--- src/shared/ixe_cfg.svh ---
// offsets, field positions, reset values and constants of the exec unit
`ifndef IXE_CFG_SVH
`define IXE_CFG_SVH
// register offsets (word index on the plain port)
`define IXE_OFS_CMD 4'h0
`define IXE_OFS_OPERAND 4'h1
`define IXE_OFS_OFFSET 4'h2
`define IXE_OFS_PC 4'h3
`define IXE_OFS_FLAGS 4'h4
`define IXE_OFS_STATUS 4'h5
// command register fields
`define IXE_CMD_OP_LSB 0
`define IXE_CMD_BYTE 8
// flag word bit positions
`define IXE_BIT_C 0
`define IXE_BIT_Z 1
`define IXE_BIT_N 2
`define IXE_BIT_GIE 3
`define IXE_BIT_CORE_HALT 4
`define IXE_BIT_OSC_HALT 5
`define IXE_BIT_V 8
// flag word constants
`define IXE_GIE_SET 16'h0008
`define IXE_GIE_CLR 16'hfff7
`define IXE_ARITH_MASK 16'h0107
// reset values
`define IXE_FLAGS_RST 16'h0000
`define IXE_PC_RST 16'h0000
`define IXE_OPERAND_RST 16'h0000
`endif

--- src/shared/ixe_pkg.sv ---
// types shared by the exec unit
package ixe_pkg;
    // operation codes written into the command register
    typedef enum logic [3:0] {
        OP_NONE = 4'h0,
        OP_SUB1 = 4'h1,
        OP_SUB2 = 4'h2,
        OP_ADD1 = 4'h3,
        OP_ADD2 = 4'h4,
        OP_INV = 4'h5,
        OP_MASK = 4'h6,
        OP_UNMASK = 4'h7,
        OP_BRC = 4'h8
    } ixe_op_e;
    // sequencer states, one-hot
    typedef enum logic [1:0] {
        ST_IDLE = 2'b01,
        ST_EXEC = 2'b10
    } ixe_state_e;
    // register port request
    typedef struct packed {
        logic [3:0] addr;
        logic [15:0] wdata;
        logic wr;
        logic rd;
    } ixe_bus_s;
    // alu answer
    typedef struct packed {
        logic [15:0] res;
        logic n;
        logic z;
        logic c;
        logic v;
    } ixe_alu_s;
endpackage

--- src/hw/ixe_exec.sv ---
// exec unit for inc/dec/complement, interrupt mask and carry branch
//
// Overview of operation
// - subtract-two writes destination minus two
// - subtract-two zero only when destination was two
// - subtract-two carry clear for zero or one
// - subtract-two overflow for 8001h/8000h or 81h/80h
// - mask op ANDs flag word with fff7h
// - mask op changes only interrupt enable bit
// - unmask op ORs 0008h, other bits kept
// - next instruction runs before pending interrupt
// - add-one writes plus one, mode bits kept
// - add-one zero only from ffffh or ffh
// - add-one carry only from ffffh or ffh
// - add-one overflow only from 7fffh or 7fh
// - add-two writes plus two, mode bits kept
// - add-two zero only from fffeh or feh
// - add-two carry from top two values
// - add-two overflow from 7ffeh/7fffh or 7eh/7fh
// - complement inverts every destination bit
// - complement carry is inverse of zero
// - complement overflow when original was negative
// - carry branch adds twice signed offset
// - unsigned higher-or-same is the carry branch
// - subtract-one carry clear only from zero
// - subtract-one overflow only from 8000h or 80h
//
// The placing of the registers and the address-and-strobe port were left to the implementer.
`include "ixe_cfg.svh"

module ixe_exec
    import ixe_pkg::*;
#(
    parameter int OFFSET_W = 10
) (
    // clock and reset
    input wire logic core_clk,
    input wire logic sys_rst,
    // register port
    input wire ixe_bus_s busReq,
    output logic [15:0] busRdata,
    // interrupt request from the controller
    input wire logic irqReq,
    output logic irqGrant
);

    // offset must fit beside its doubling inside a word
    initial begin
        if (OFFSET_W < 1 || OFFSET_W > 15) begin
            $error("OFFSET_W out of range");
        end
    end

    // arithmetic for every data op in one place
    function automatic ixe_alu_s aluCalc(
        input ixe_op_e op,
        input logic isByte,
        input logic [15:0] d
    );
        ixe_alu_s o;
        logic [16:0] sum;
        logic [15:0] k;
        logic [15:0] m;
        logic isSub;
        logic sd;
        logic sr;
        o = '0;
        m = isByte ? 16'h00ff : 16'hffff;
        k = (op == OP_SUB1 || op == OP_ADD1) ? 16'h0001 : 16'h0002;
        isSub = (op == OP_SUB1 || op == OP_SUB2);
        // subtract as add of ones complement plus one: carry = no borrow
        if (op == OP_INV) begin
            sum = {1'b0, d ^ m};
        end else if (isSub) begin
            sum = {1'b0, d & m} + {1'b0, ~k & m} + 17'h00001;
        end else begin
            sum = {1'b0, d & m} + {1'b0, k};
        end
        o.res = sum[15:0] & m;
        sd = isByte ? d[7] : d[15];
        sr = isByte ? o.res[7] : o.res[15];
        o.n = sr;
        o.z = (o.res == 16'h0000);
        // carry out sits one above the operand's top bit
        if (op == OP_INV) begin
            o.c = ~o.z;
        end else begin
            o.c = isByte ? sum[8] : sum[16];
        end
        // overflow: sign flips the wrong way for the direction
        if (op == OP_INV) begin
            o.v = sd;
        end else if (isSub) begin
            o.v = sd & ~sr;
        end else begin
            o.v = ~sd & sr;
        end
        return o;
    endfunction

    // doubled, sign-extended branch step
    function automatic logic [15:0] branchStep(
        input logic [OFFSET_W-1:0] off
    );
        logic signed [15:0] s;
        s = 16'(signed'(off));
        return {s[14:0], 1'b0};
    endfunction

    // register decode used by several processes
    function automatic logic hit(input ixe_bus_s b, input logic [3:0] a);
        return b.addr == a;
    endfunction

    ixe_state_e state; // sequencer
    ixe_state_e next_state;
    ixe_op_e cmdOp; // latched operation
    logic cmdByte; // latched byte form
    logic [15:0] operand; // destination operand
    logic [OFFSET_W-1:0] offset; // branch offset field
    logic [15:0] pc; // program counter
    logic [15:0] flagWord; // flag word
    logic gieLate; // enable as the controller sees it
    logic shadow; // one-instruction hold after unmask
    ixe_alu_s alu; // alu answer for the latched op
    logic execNow; // execute cycle
    logic isData; // latched op writes the operand
    logic cmdWr; // accepted command write
    logic [15:0] opMask; // byte or word mask
    logic [15:0] next_flags;

    assign execNow = (state == ST_EXEC);
    assign opMask = cmdByte ? 16'h00ff : 16'hffff;
    assign isData = (cmdOp == OP_SUB1) || (cmdOp == OP_SUB2) ||
                    (cmdOp == OP_ADD1) || (cmdOp == OP_ADD2) ||
                    (cmdOp == OP_INV);
    // a command write while busy is dropped; status shows busy
    assign cmdWr = busReq.wr && hit(busReq, `IXE_OFS_CMD) &&
                   (state == ST_IDLE);
    assign alu = aluCalc(cmdOp, cmdByte, operand);

    // sequencer: one execute cycle per accepted command
    always_comb begin
        next_state = state;
        unique case (state)
            ST_IDLE: begin
                if (cmdWr) begin
                    next_state = ST_EXEC;
                end
            end
            ST_EXEC: begin
                next_state = ST_IDLE;
            end
        endcase
    end

    // state register
    always_ff @(posedge core_clk or posedge sys_rst) begin
        if (sys_rst) begin
            state <= ST_IDLE;
        end else begin
            state <= next_state;
        end
    end

    // command latch; unknown codes execute as no operation
    always_ff @(posedge core_clk or posedge sys_rst) begin
        if (sys_rst) begin
            cmdOp <= OP_NONE;
            cmdByte <= 1'b0;
        end else if (cmdWr) begin
            cmdOp <= ixe_op_e'(busReq.wdata[`IXE_CMD_OP_LSB +: 4]);
            cmdByte <= busReq.wdata[`IXE_CMD_BYTE];
        end
    end

    // operand: execute result wins over a software write
    always_ff @(posedge core_clk or posedge sys_rst) begin
        if (sys_rst) begin
            operand <= `IXE_OPERAND_RST;
        end else if (execNow && isData) begin
            operand <= alu.res;
        end else if (busReq.wr && hit(busReq, `IXE_OFS_OPERAND)) begin
            operand <= busReq.wdata;
        end
    end

    // branch offset field, written by software only
    always_ff @(posedge core_clk or posedge sys_rst) begin
        if (sys_rst) begin
            offset <= '0;
        end else if (busReq.wr && hit(busReq, `IXE_OFS_OFFSET)) begin
            offset <= busReq.wdata[OFFSET_W-1:0];
        end
    end

    // program counter: taken branch only, fall-through leaves it
    always_ff @(posedge core_clk or posedge sys_rst) begin
        if (sys_rst) begin
            pc <= `IXE_PC_RST;
        end else if (execNow && cmdOp == OP_BRC) begin
            if (flagWord[`IXE_BIT_C]) begin
                pc <= pc + branchStep(offset);
            end
        end else if (busReq.wr && hit(busReq, `IXE_OFS_PC)) begin
            pc <= busReq.wdata;
        end
    end

    // next flag word: data ops set arithmetic bits only, mask ops only the enable bit
    always_comb begin
        next_flags = flagWord;
        if (isData) begin
            next_flags = flagWord & ~`IXE_ARITH_MASK;
            next_flags[`IXE_BIT_N] = alu.n;
            next_flags[`IXE_BIT_Z] = alu.z;
            next_flags[`IXE_BIT_C] = alu.c;
            next_flags[`IXE_BIT_V] = alu.v;
        end else if (cmdOp == OP_MASK) begin
            next_flags = flagWord & `IXE_GIE_CLR;
        end else if (cmdOp == OP_UNMASK) begin
            next_flags = flagWord | `IXE_GIE_SET;
        end
    end

    // flag word register; the branch leaves it untouched
    always_ff @(posedge core_clk or posedge sys_rst) begin
        if (sys_rst) begin
            flagWord <= `IXE_FLAGS_RST;
        end else if (execNow) begin
            flagWord <= next_flags;
        end else if (busReq.wr && hit(busReq, `IXE_OFS_FLAGS)) begin
            flagWord <= busReq.wdata;
        end
    end

    // enable reaches the controller a cycle late, which is why
    // software puts a spare instruction after the mask op
    always_ff @(posedge core_clk or posedge sys_rst) begin
        if (sys_rst) begin
            gieLate <= 1'b0;
        end else begin
            gieLate <= flagWord[`IXE_BIT_GIE];
        end
    end

    // hold after unmask until the following command has run
    always_ff @(posedge core_clk or posedge sys_rst) begin
        if (sys_rst) begin
            shadow <= 1'b0;
        end else if (execNow) begin
            shadow <= (cmdOp == OP_UNMASK);
        end
    end

    // grant only between commands, never inside the hold
    always_ff @(posedge core_clk or posedge sys_rst) begin
        if (sys_rst) begin
            irqGrant <= 1'b0;
        end else begin
            irqGrant <= irqReq && gieLate && !shadow &&
                        (state == ST_IDLE) && !cmdWr;
        end
    end

    // read data one cycle after the strobe, zero otherwise
    always_ff @(posedge core_clk or posedge sys_rst) begin
        if (sys_rst) begin
            busRdata <= 16'h0000;
        end else if (busReq.rd) begin
            unique case (busReq.addr)
                `IXE_OFS_CMD: busRdata <= {7'h00, cmdByte, 4'h0, cmdOp};
                `IXE_OFS_OPERAND: busRdata <= operand;
                `IXE_OFS_OFFSET: busRdata <= 16'(offset);
                `IXE_OFS_PC: busRdata <= pc;
                `IXE_OFS_FLAGS: busRdata <= flagWord;
                `IXE_OFS_STATUS: begin
                    busRdata <= {13'h0000, gieLate, shadow, execNow};
                end
                // unmapped offsets read as zero
                default: busRdata <= 16'h0000;
            endcase
        end else begin
            busRdata <= 16'h0000;
        end
    end

    // ---- checks ----
    // the snapshot of the operand seen by the execute cycle
    logic [15:0] preVal;
    assign preVal = operand & opMask;
endmodule

--- config.mk ---
export PLATFORM = sky130hd
export DESIGN_NAME = ixe_exec
export DESIGN_NICKNAME = d
export VERILOG_FILES = /design/src/shared/ixe_pkg.sv /design/src/hw/ixe_exec.sv
export VERILOG_INCLUDE_DIRS = /design/src /design/src/shared
export SDC_FILE = /design/constraint.sdc
export NUM_CORES = 1
export LEC_CHECK = 0
export BUFFER_PORTS_ARGS = -buffer_cell sky130_fd_sc_hd__buf_4
export CORE_MARGIN = 2
export CORE_UTILIZATION = 50
export CTS_BUF_LIST = sky130_fd_sc_hd__clkbuf_4
export CTS_CLUSTER_SIZE = 14
export DETAILED_ROUTE_END_ITERATION = 8
export PLACE_DENSITY = 0.7
export RECOVER_POWER = 25
export SYNTH_ARGS = -nofsm -noshare
export SYNTH_HDL_FRONTEND = slang
export SYNTH_SLANG_ARGS = --single-unit
--- constraint.sdc ---
create_clock -name core_clk -period 5.3 [get_ports core_clk]
set_input_delay 1.06 -clock core_clk [delete_from_list [all_inputs] [get_ports core_clk]]
set_output_delay 1.06 -clock core_clk [all_outputs]
set_load 0.02 [all_outputs]
==> impl_metrics.json, run 1 <==
{
  "status": "finished, violations left",
  "violations": "capacitance limit, slew limit",
  "via_per_inst": 6.279,
  "placedCellCount": 849,
  "critPathMaxStageDelay_ns": 0.56,
  "syn_to_final_growth_pct": 8.178,
  "ant_nets": 0,
  "drtIter0Drc": 541,
  "min-delay-start": "flagWord[3]$_DFFE_PP0P_",
  "max_cap_violations": 1,
  "worstPathRequired_ns": 5.68,
  "cts_sinks": 84,
  "instances_no_fill": 865,
  "multi_input_area_sq_um": 3623,
  "hold_buffers": 0,
  "cts_resized": 0,
  "cts_made_buffers": 9,
  "final-seq-area_sq_um": 2103,
  "r2r_end": "flagWord[1]$_DFFE_PP0P_",
  "clk_latency_ns": 0.47,
  "synth-edff-count": 0,
  "syn_nets": 758,
  "fill_cells": 1129,
  "ys_warn_count": 0,
  "fin_crit_sh_pct": 85.12,
  "hpwl_um": 12330,
  "period_needed_ns": 4.511,
  "end_kind": "flip-flop",
  "seq_area_frac_synth_pct": 34.89,
  "grt_pass1_vias": 5216,
  "cp_common_cell": "or4_1",
  "rrSetupSlack_ns": 0.79,
  "ys_async_sr_fraction_pct": 100.0,
  "io_buffer_count": 41,
  "drive_above_1_share_pct": 15.04,
  "path_class": "flip-flop to flip-flop",
  "grt_use_total_pct": 26.59,
  "maxSlewHeadroom_pct": -65.39,
  "synthCells": 693,
  "synth_area_sq_um": 6028,
  "slowest_stage": "dfrtp_1",
  "rr_worst_depth": 13,
  "syn_area_per_cell_sq_um": 8.699,
  "io_pins": 42,
  "path_cells": "nand2b_1 -> nor2_1 -> ha_1 -> inv_1 -> fa_1 -> or3_1 -> or3_2 -> o211ai_1 -> xnor2_1 -> o21ai_0 -> or4_1 -> or4_1 -> o21ai_1",
  "grt_start_max_net_pins": 55,
  "ys.flop_type": "dfrtp_1",
  "finalSetupViolations": 0,
  "arrival_ns": 4.89,
  "synth_seq_cells": 84,
  "cts-root-buf": "clkbuf_4",
  "grt-ovfl-total": 0,
  "rsz0062_at_grt": "false",
  "cp_max_fo": 16,
  "holdPathStages": 0,
  "cp.depth": 13,
  "critPathBufInv": 1,
  "post_cts_buffers": 0,
  "core_area_sq_um": 11910,
  "worst_slew_pin_slew_ns": 2.467,
  "die_y_um": 113.8,
  "cts-htree-levels": 3,
  "p_per_area_nw_per_um2": 546.6,
  "drc": 0,
  "max_freq_ghz": 0.2217,
  "final_max_slew_viol_count": 55,
  "antenna_cells": 0,
  "hp-class": "flip-flop to flip-flop",
  "firstDrtPassIters": 5,
  "wl_um": 16570,
  "hold_path_end": "gieLate$_DFF_PP0_",
  "cp-start-kind": "flip-flop",
  "skew_ns": 0.02660,
  "r2r_start": "cmdOp[3]$_DFFE_PP0P_",
  "cts_tree": "built",
  "row_count": 40,
  "vias": 5431,
  "ir_worst_vdd_mv": 0.2391,
  "start_util_pct": 50.61,
  "path_clk_slew_ns": 0.14,
  "wl_per_cell_um": 19.16,
  "die_x_um": 113.8,
  "finalHoldViolCount": 0,
  "leakagePower_nw": 2.843,
  "place.gp.congestion": 0.9062,
  "antenna_found_initial": 0,
  "setup_tns_ns": 0,
  "die-area_sq_um": 12950,
  "cts_max_path_buffers": 2,
  "ys_types": 74,
  "crit_family": "simple AND/OR/NAND/NOR gates",
  "nets": 778,
  "grt_pass1_wl_um": 27240
}
worst register-to-register path, delay by kind of cell (launching register included):
kind	cells	cell delay, ns
AOI/OAI and AO/OA	3	0.56
xor gates and xnor gates	1	0.16
adders and majority gates	2	0.63
buffers and inverters	1	0.06
DFF	1	0.56
and+or+nand+nor	6	2.45
stage by stage:
stage          instance area (sq um)  utilization [%]  hold slack (ns)  total power, mW  worst slack (ns)
2_1_floorplan                   6028                -           0.3751            2.669             1.460
4_1_cts                         6521            54.75           0.4450            3.527            0.8488
5_1_grt                         6521            54.75           0.4639            3.855            0.5601
3_5_place_dp                    6389            53.63           0.4239            3.145            0.8977
3_3_place_gp                    6389            53.63           0.4157            3.103             1.090
6_report                        6521            54.75           0.4465            3.564            0.7886
report_power, final:
part           switching [mW]  leakage (nW)  internal, mW  total (mW)
Sequential              0.300          1.05         0.860        1.16
Combinational            1.19          1.72         0.844        2.03
Clock                   0.216        0.0764         0.156       0.372
how the worst max path moves through the flow:
stage                                    start                      end  slack [ns]
after detailed placement  cmdOp[3]$_DFFE_PP0P_  flagWord[1]$_DFFE_PP0P_        0.90
after global routing      cmdOp[3]$_DFFE_PP0P_  flagWord[1]$_DFFE_PP0P_        0.56
after CTS                 cmdOp[3]$_DFFE_PP0P_  flagWord[1]$_DFFE_PP0P_        0.85
after global placement    cmdOp[3]$_DFFE_PP0P_  flagWord[1]$_DFFE_PP0P_        1.09
after floorplan           cmdOp[3]$_DFFE_PP0P_  flagWord[1]$_DFFE_PP0P_        1.46
final                     cmdOp[3]$_DFFE_PP0P_  flagWord[1]$_DFFE_PP0P_        0.79
state kept, by name, summed over array words and instances (netlist names):
signal / flops
state: 2
cmdOp: 4
flagWord: 16
gieLate: 1
busRdata: 16
operand: 16
pc: 16
offset: 10
irqGrant: 1
shadow: 1
cmdByte: 1
Yosys cell counts, types with 3 or more instances:
cell	n	share of area, %
nand3_1	17	1.4
nand2b_1	4	0.42
nor3b_1	4	0.50
and2_1	4	0.42
a221oi_1	3	0.44
a21o_1	3	0.37
and3_1	13	1.3
o22ai_1	6	0.62
inv_1	27	1.7
nor3_1	18	1.5
or4_1	7	0.87
o21a_1	4	0.50
xor2_1	9	1.3
ha_1	37	7.7
a222oi_1	9	1.5
a22oi_1	14	1.7
nand4_1	4	0.42
a31oi_1	6	0.62
nand2_1	96	6.0
fa_1	3	1.0
mux2_2	18	3.4
nor4_1	8	0.83
nor2_1	41	2.6
o211ai_1	9	1.1
or2_2	5	0.52
a21oi_1	63	5.2
o31ai_1	5	0.62
or3_1	6	0.62
xnor2_1	15	2.2
mux2i_1	8	1.3
nor4b_1	3	0.44
o21ai_0	28	2.3
o2111ai_1	4	0.58
clkbuf_1	31	1.9
buf_6	7	1.3
o22a_1	3	0.44
a211oi_1	8	1.0
a21boi_0	3	0.37
nor2b_1	10	1.0
dfrtp_1	83	34
cells in the final DEF, fill, tap and decap left out, types with 5 or more instances in the layout:
cell / instances
nor2_1: 41
or2_2: 5
o31ai_1: 5
a22oi_1: 14
and3_1: 13
mux2i_1: 8
nand3_1: 17
dfrtp_1: 83
ha_1: 37
a21oi_1: 63
xor2_1: 9
mux2_2: 18
or4_1: 7
o211ai_1: 9
o21ai_0: 28
or3_1: 6
buf_4: 49
a31oi_1: 6
nor4_1: 7
inv_1: 26
nor2b_1: 10
clkbuf_4: 13
a222oi_1: 9
o22ai_1: 6
nand2_1: 96
nor3_1: 18
xnor2_1: 15
a211oi_1: 8
layer usage:
layer | GRT usage [%] | up-vias | share of wire [%]
met4 | 8.862 | 0 | 1.5
li1 | - | 2581 | -
met5 | 0 | - | 0
met3 | 5.048 | 22 | 6.8
met1 | 36.88 | 2623 | 45
met2 | 42.20 | 205 | 47
layout make-up:
cell class | instances | share of cell area [%]
clock buffer | 12 | 1.381
sequential | 84 | 32.25
tap | 147 | 2.820
clock inverter | 4 | 0.6523
inverter | 27 | 1.573
multi-input combinational | 541 | 55.56
timing repair buffer | 50 | 5.756
logic make-up after synthesis:
logic type	synth area share, %
xor gates and xnor gates	3.487
and+or+nand+nor	21.44
AOI/OAI and AO/OA	21.36
DFF	34.89
adders and majority gates	8.676
muxes	4.940
buffers and inverters	5.210
(Power assumes the default switching activity.)
==> inputs of run 2 (changes only) <==
--- a/config.mk
+++ b/config.mk
@@ -6,13 +6,13 @@
 export SDC_FILE = /design/constraint.sdc
 export NUM_CORES = 1
 export LEC_CHECK = 0
-export BUFFER_PORTS_ARGS = -buffer_cell sky130_fd_sc_hd__buf_4
 export CORE_MARGIN = 2
 export CORE_UTILIZATION = 50
 export CTS_BUF_LIST = sky130_fd_sc_hd__clkbuf_4
 export CTS_CLUSTER_SIZE = 14
 export DETAILED_ROUTE_END_ITERATION = 8
-export PLACE_DENSITY = 0.7
+export DONT_BUFFER_PORTS = 1
+export PLACE_DENSITY = 0.67
 export RECOVER_POWER = 25
 export SYNTH_ARGS = -nofsm -noshare
 export SYNTH_HDL_FRONTEND = slang
==> impl_metrics.json, run 2 (synthesis results as in run 1) <==
{
  "vias": 5264,
  "hold_buffers": 0,
  "grt_pass1_vias": 5090,
  "place_area_sq_um": 6073,
  "end_kind": "flip-flop",
  "io_buffer_count": 0,
  "antenna_cells": 0,
  "cts-htree-levels": 3,
  "path_cells": "nand2b_1 -> nor2_1 -> ha_1 -> inv_1 -> fa_1 -> or3_1 -> or3_2 -> o211ai_1 -> xnor2_1 -> o21ai_0 -> or4_1 -> or4_1 -> o21ai_1",
  "die_y_um": 113.8,
  "place.gp.congestion": 0.8369,
  "max_freq_ghz": 0.2215,
  "power_frac_clock_pct": 10.3,
  "crit_family": "simple AND/OR/NAND/NOR gates",
  "hp-class": "flip-flop to flip-flop",
  "finalHoldViolCount": 0,
  "critPathMaxStageDelay_ns": 0.56,
  "fin_crit_sh_pct": 85.16,
  "intPower_mw": 1.824,
  "die-area_sq_um": 12950,
  "ir_worst_vdd_mv": 0.2166,
  "finalSetupViolations": 0,
  "ant_nets": 0,
  "drtIter0Drc": 516,
  "grt_use_total_pct": 26.48,
  "layout_common_cells": "nand2_1, dfrtp_1, a21oi_1",
  "cp_common_cell": "or4_1",
  "period_needed_ns": 4.514,
  "via_per_inst": 6.404,
  "max_cap_violations": 1,
  "cp-start-kind": "flip-flop",
  "syn_to_final_growth_pct": 2.885,
  "violations": "capacitance limit, slew limit",
  "p_per_area_nw_per_um2": 568.4,
  "combPwrFrac_pct": 56.3,
  "rsz0062_at_grt": "false",
  "row_count": 40,
  "die_x_um": 113.8,
  "final_common_cell": "nand2_1",
  "grt_pass1_wl_um": 27270,
  "critPathBufInv": 1,
  "status": "finished, violations left",
  "fill_cells": 1136,
  "cts-root-buf": "clkbuf_4",
  "drc": 0,
  "leakagePower_nw": 2.620,
  "worst_slew_pin_slew_ns": 2.656,
  "worstPathRequired_ns": 5.68,
  "cts_sinks": 84,
  "core_area_sq_um": 11910,
  "drive_above_1_share_pct": 9.926,
  "clk_latency_ns": 0.44,
  "maxSlewHeadroom_pct": -78.05,
  "setup_tns_ns": 0,
  "grt_start_max_net_pins": 59,
  "path_class": "flip-flop to flip-flop",
  "pwr-share-seq_pct": 33.5,
  "io_pins": 42,
  "final_max_slew_viol_count": 59,
  "cts_made_buffers": 9,
  "nets": 736,
  "wl_um": 16630,
  "path_clk_slew_ns": 0.13,
  "cts_tree": "built",
  "hpwl_um": 12430,
  "antenna_found_initial": 0,
  "cp_max_fo": 16,
  "firstDrtPassIters": 5,
  "cts_max_path_buffers": 2,
  "post_cts_buffers": 0,
  "wl_per_cell_um": 20.23,
  "skew_ns": 0.01613,
  "start_util_pct": 50.61,
  "arrival_ns": 4.89,
  "power.net_switching_mw": 1.701,
  "cts_resized": 0,
  "slowest_stage": "dfrtp_1",
  "final_area_sq_um": 6202,
  "grt-ovfl-total": 0,
  "switching_share_pct": 48.25
}
run 2: area by class of cell:
class / count / area [sq um] / area share, %
Clock buffer: 10 / 75.07 / 1.210
Clock inverter: 5 / 53.80 / 0.8675
Inverter: 27 / 102.6 / 1.654
Multi-Input combinational cell: 541 / 3623 / 58.42
Sequential cell: 84 / 2103 / 33.91
Tap cell: 147 / 183.9 / 2.965
Timing Repair Buffer: 8 / 60.06 / 0.9683
run 2: worst paths after layout:
check	end	cells after the start	slack [ns]	startpoint
setup / recovery	flagWord[1]$_DFFE_PP0P_	13	0.79	cmdOp[3]$_DFFE_PP0P_
hold / removal	gieLate$_DFF_PP0_	0	0.45	flagWord[3]$_DFFE_PP0P_
setup reg to reg	flagWord[1]$_DFFE_PP0P_	13	0.79	cmdOp[3]$_DFFE_PP0P_
hold reg to reg	gieLate$_DFF_PP0_	0	0.45	flagWord[3]$_DFFE_PP0P_
max in group asynchronous	flagWord[6]$_DFFE_PP0P_	2	2.77	sys_rst
min in group asynchronous	pc[5]$_DFFE_PP0P_	1	1.23	sys_rst
run 2: power groups by stage:
stage               logic (mW)  registers (mW)  clock network (mW)
floorplan                 1.66            1.01                   0
global placement          1.91            1.17                   0
detailed placement        1.94            1.18                   0
CTS                       1.96            1.17               0.371
global route              2.20            1.21               0.394
finish                    1.98            1.18               0.362
run 2: through the flow:
step	hold slack [ns]	power [mW]	util [%]	instances	worst slack, ns
3_3_place_gp	0.4001	3.075	50.99	807	1.083
2_1_floorplan	0.3751	2.669	-	693	1.460
5_1_grt	0.4647	3.813	52.07	822	0.5465
6_report	0.4521	3.525	52.07	822	0.7863
3_5_place_dp	0.4189	3.123	50.99	807	0.8520
4_1_cts	0.4537	3.496	52.07	822	0.8303
run 2: worst reg2reg max path: cells and delay by family, from the launching register on:
family	cells	cell delay, ns
AOI/OAI and AO/OA	3	0.55
xor gates and xnor gates	1	0.18
adders and majority gates	2	0.65
buffers and inverters	1	0.07
DFF	1	0.56
and+or+nand+nor	6	2.46
run 2: layer usage:
| layer | track usage, % | wire, um | up-vias | part of all wire (%) |
|---|---|---|---|---|
| li1 | - | - | 2491 | - |
| met1 | 37.80 | 7607 | 2572 | 46 |
| met2 | 42.12 | 7798 | 176 | 47 |
| met3 | 4.038 | 941 | 25 | 5.7 |
| met4 | 7.398 | 281 | 0 | 1.7 |
| met5 | 0 | 0 | - | 0 |
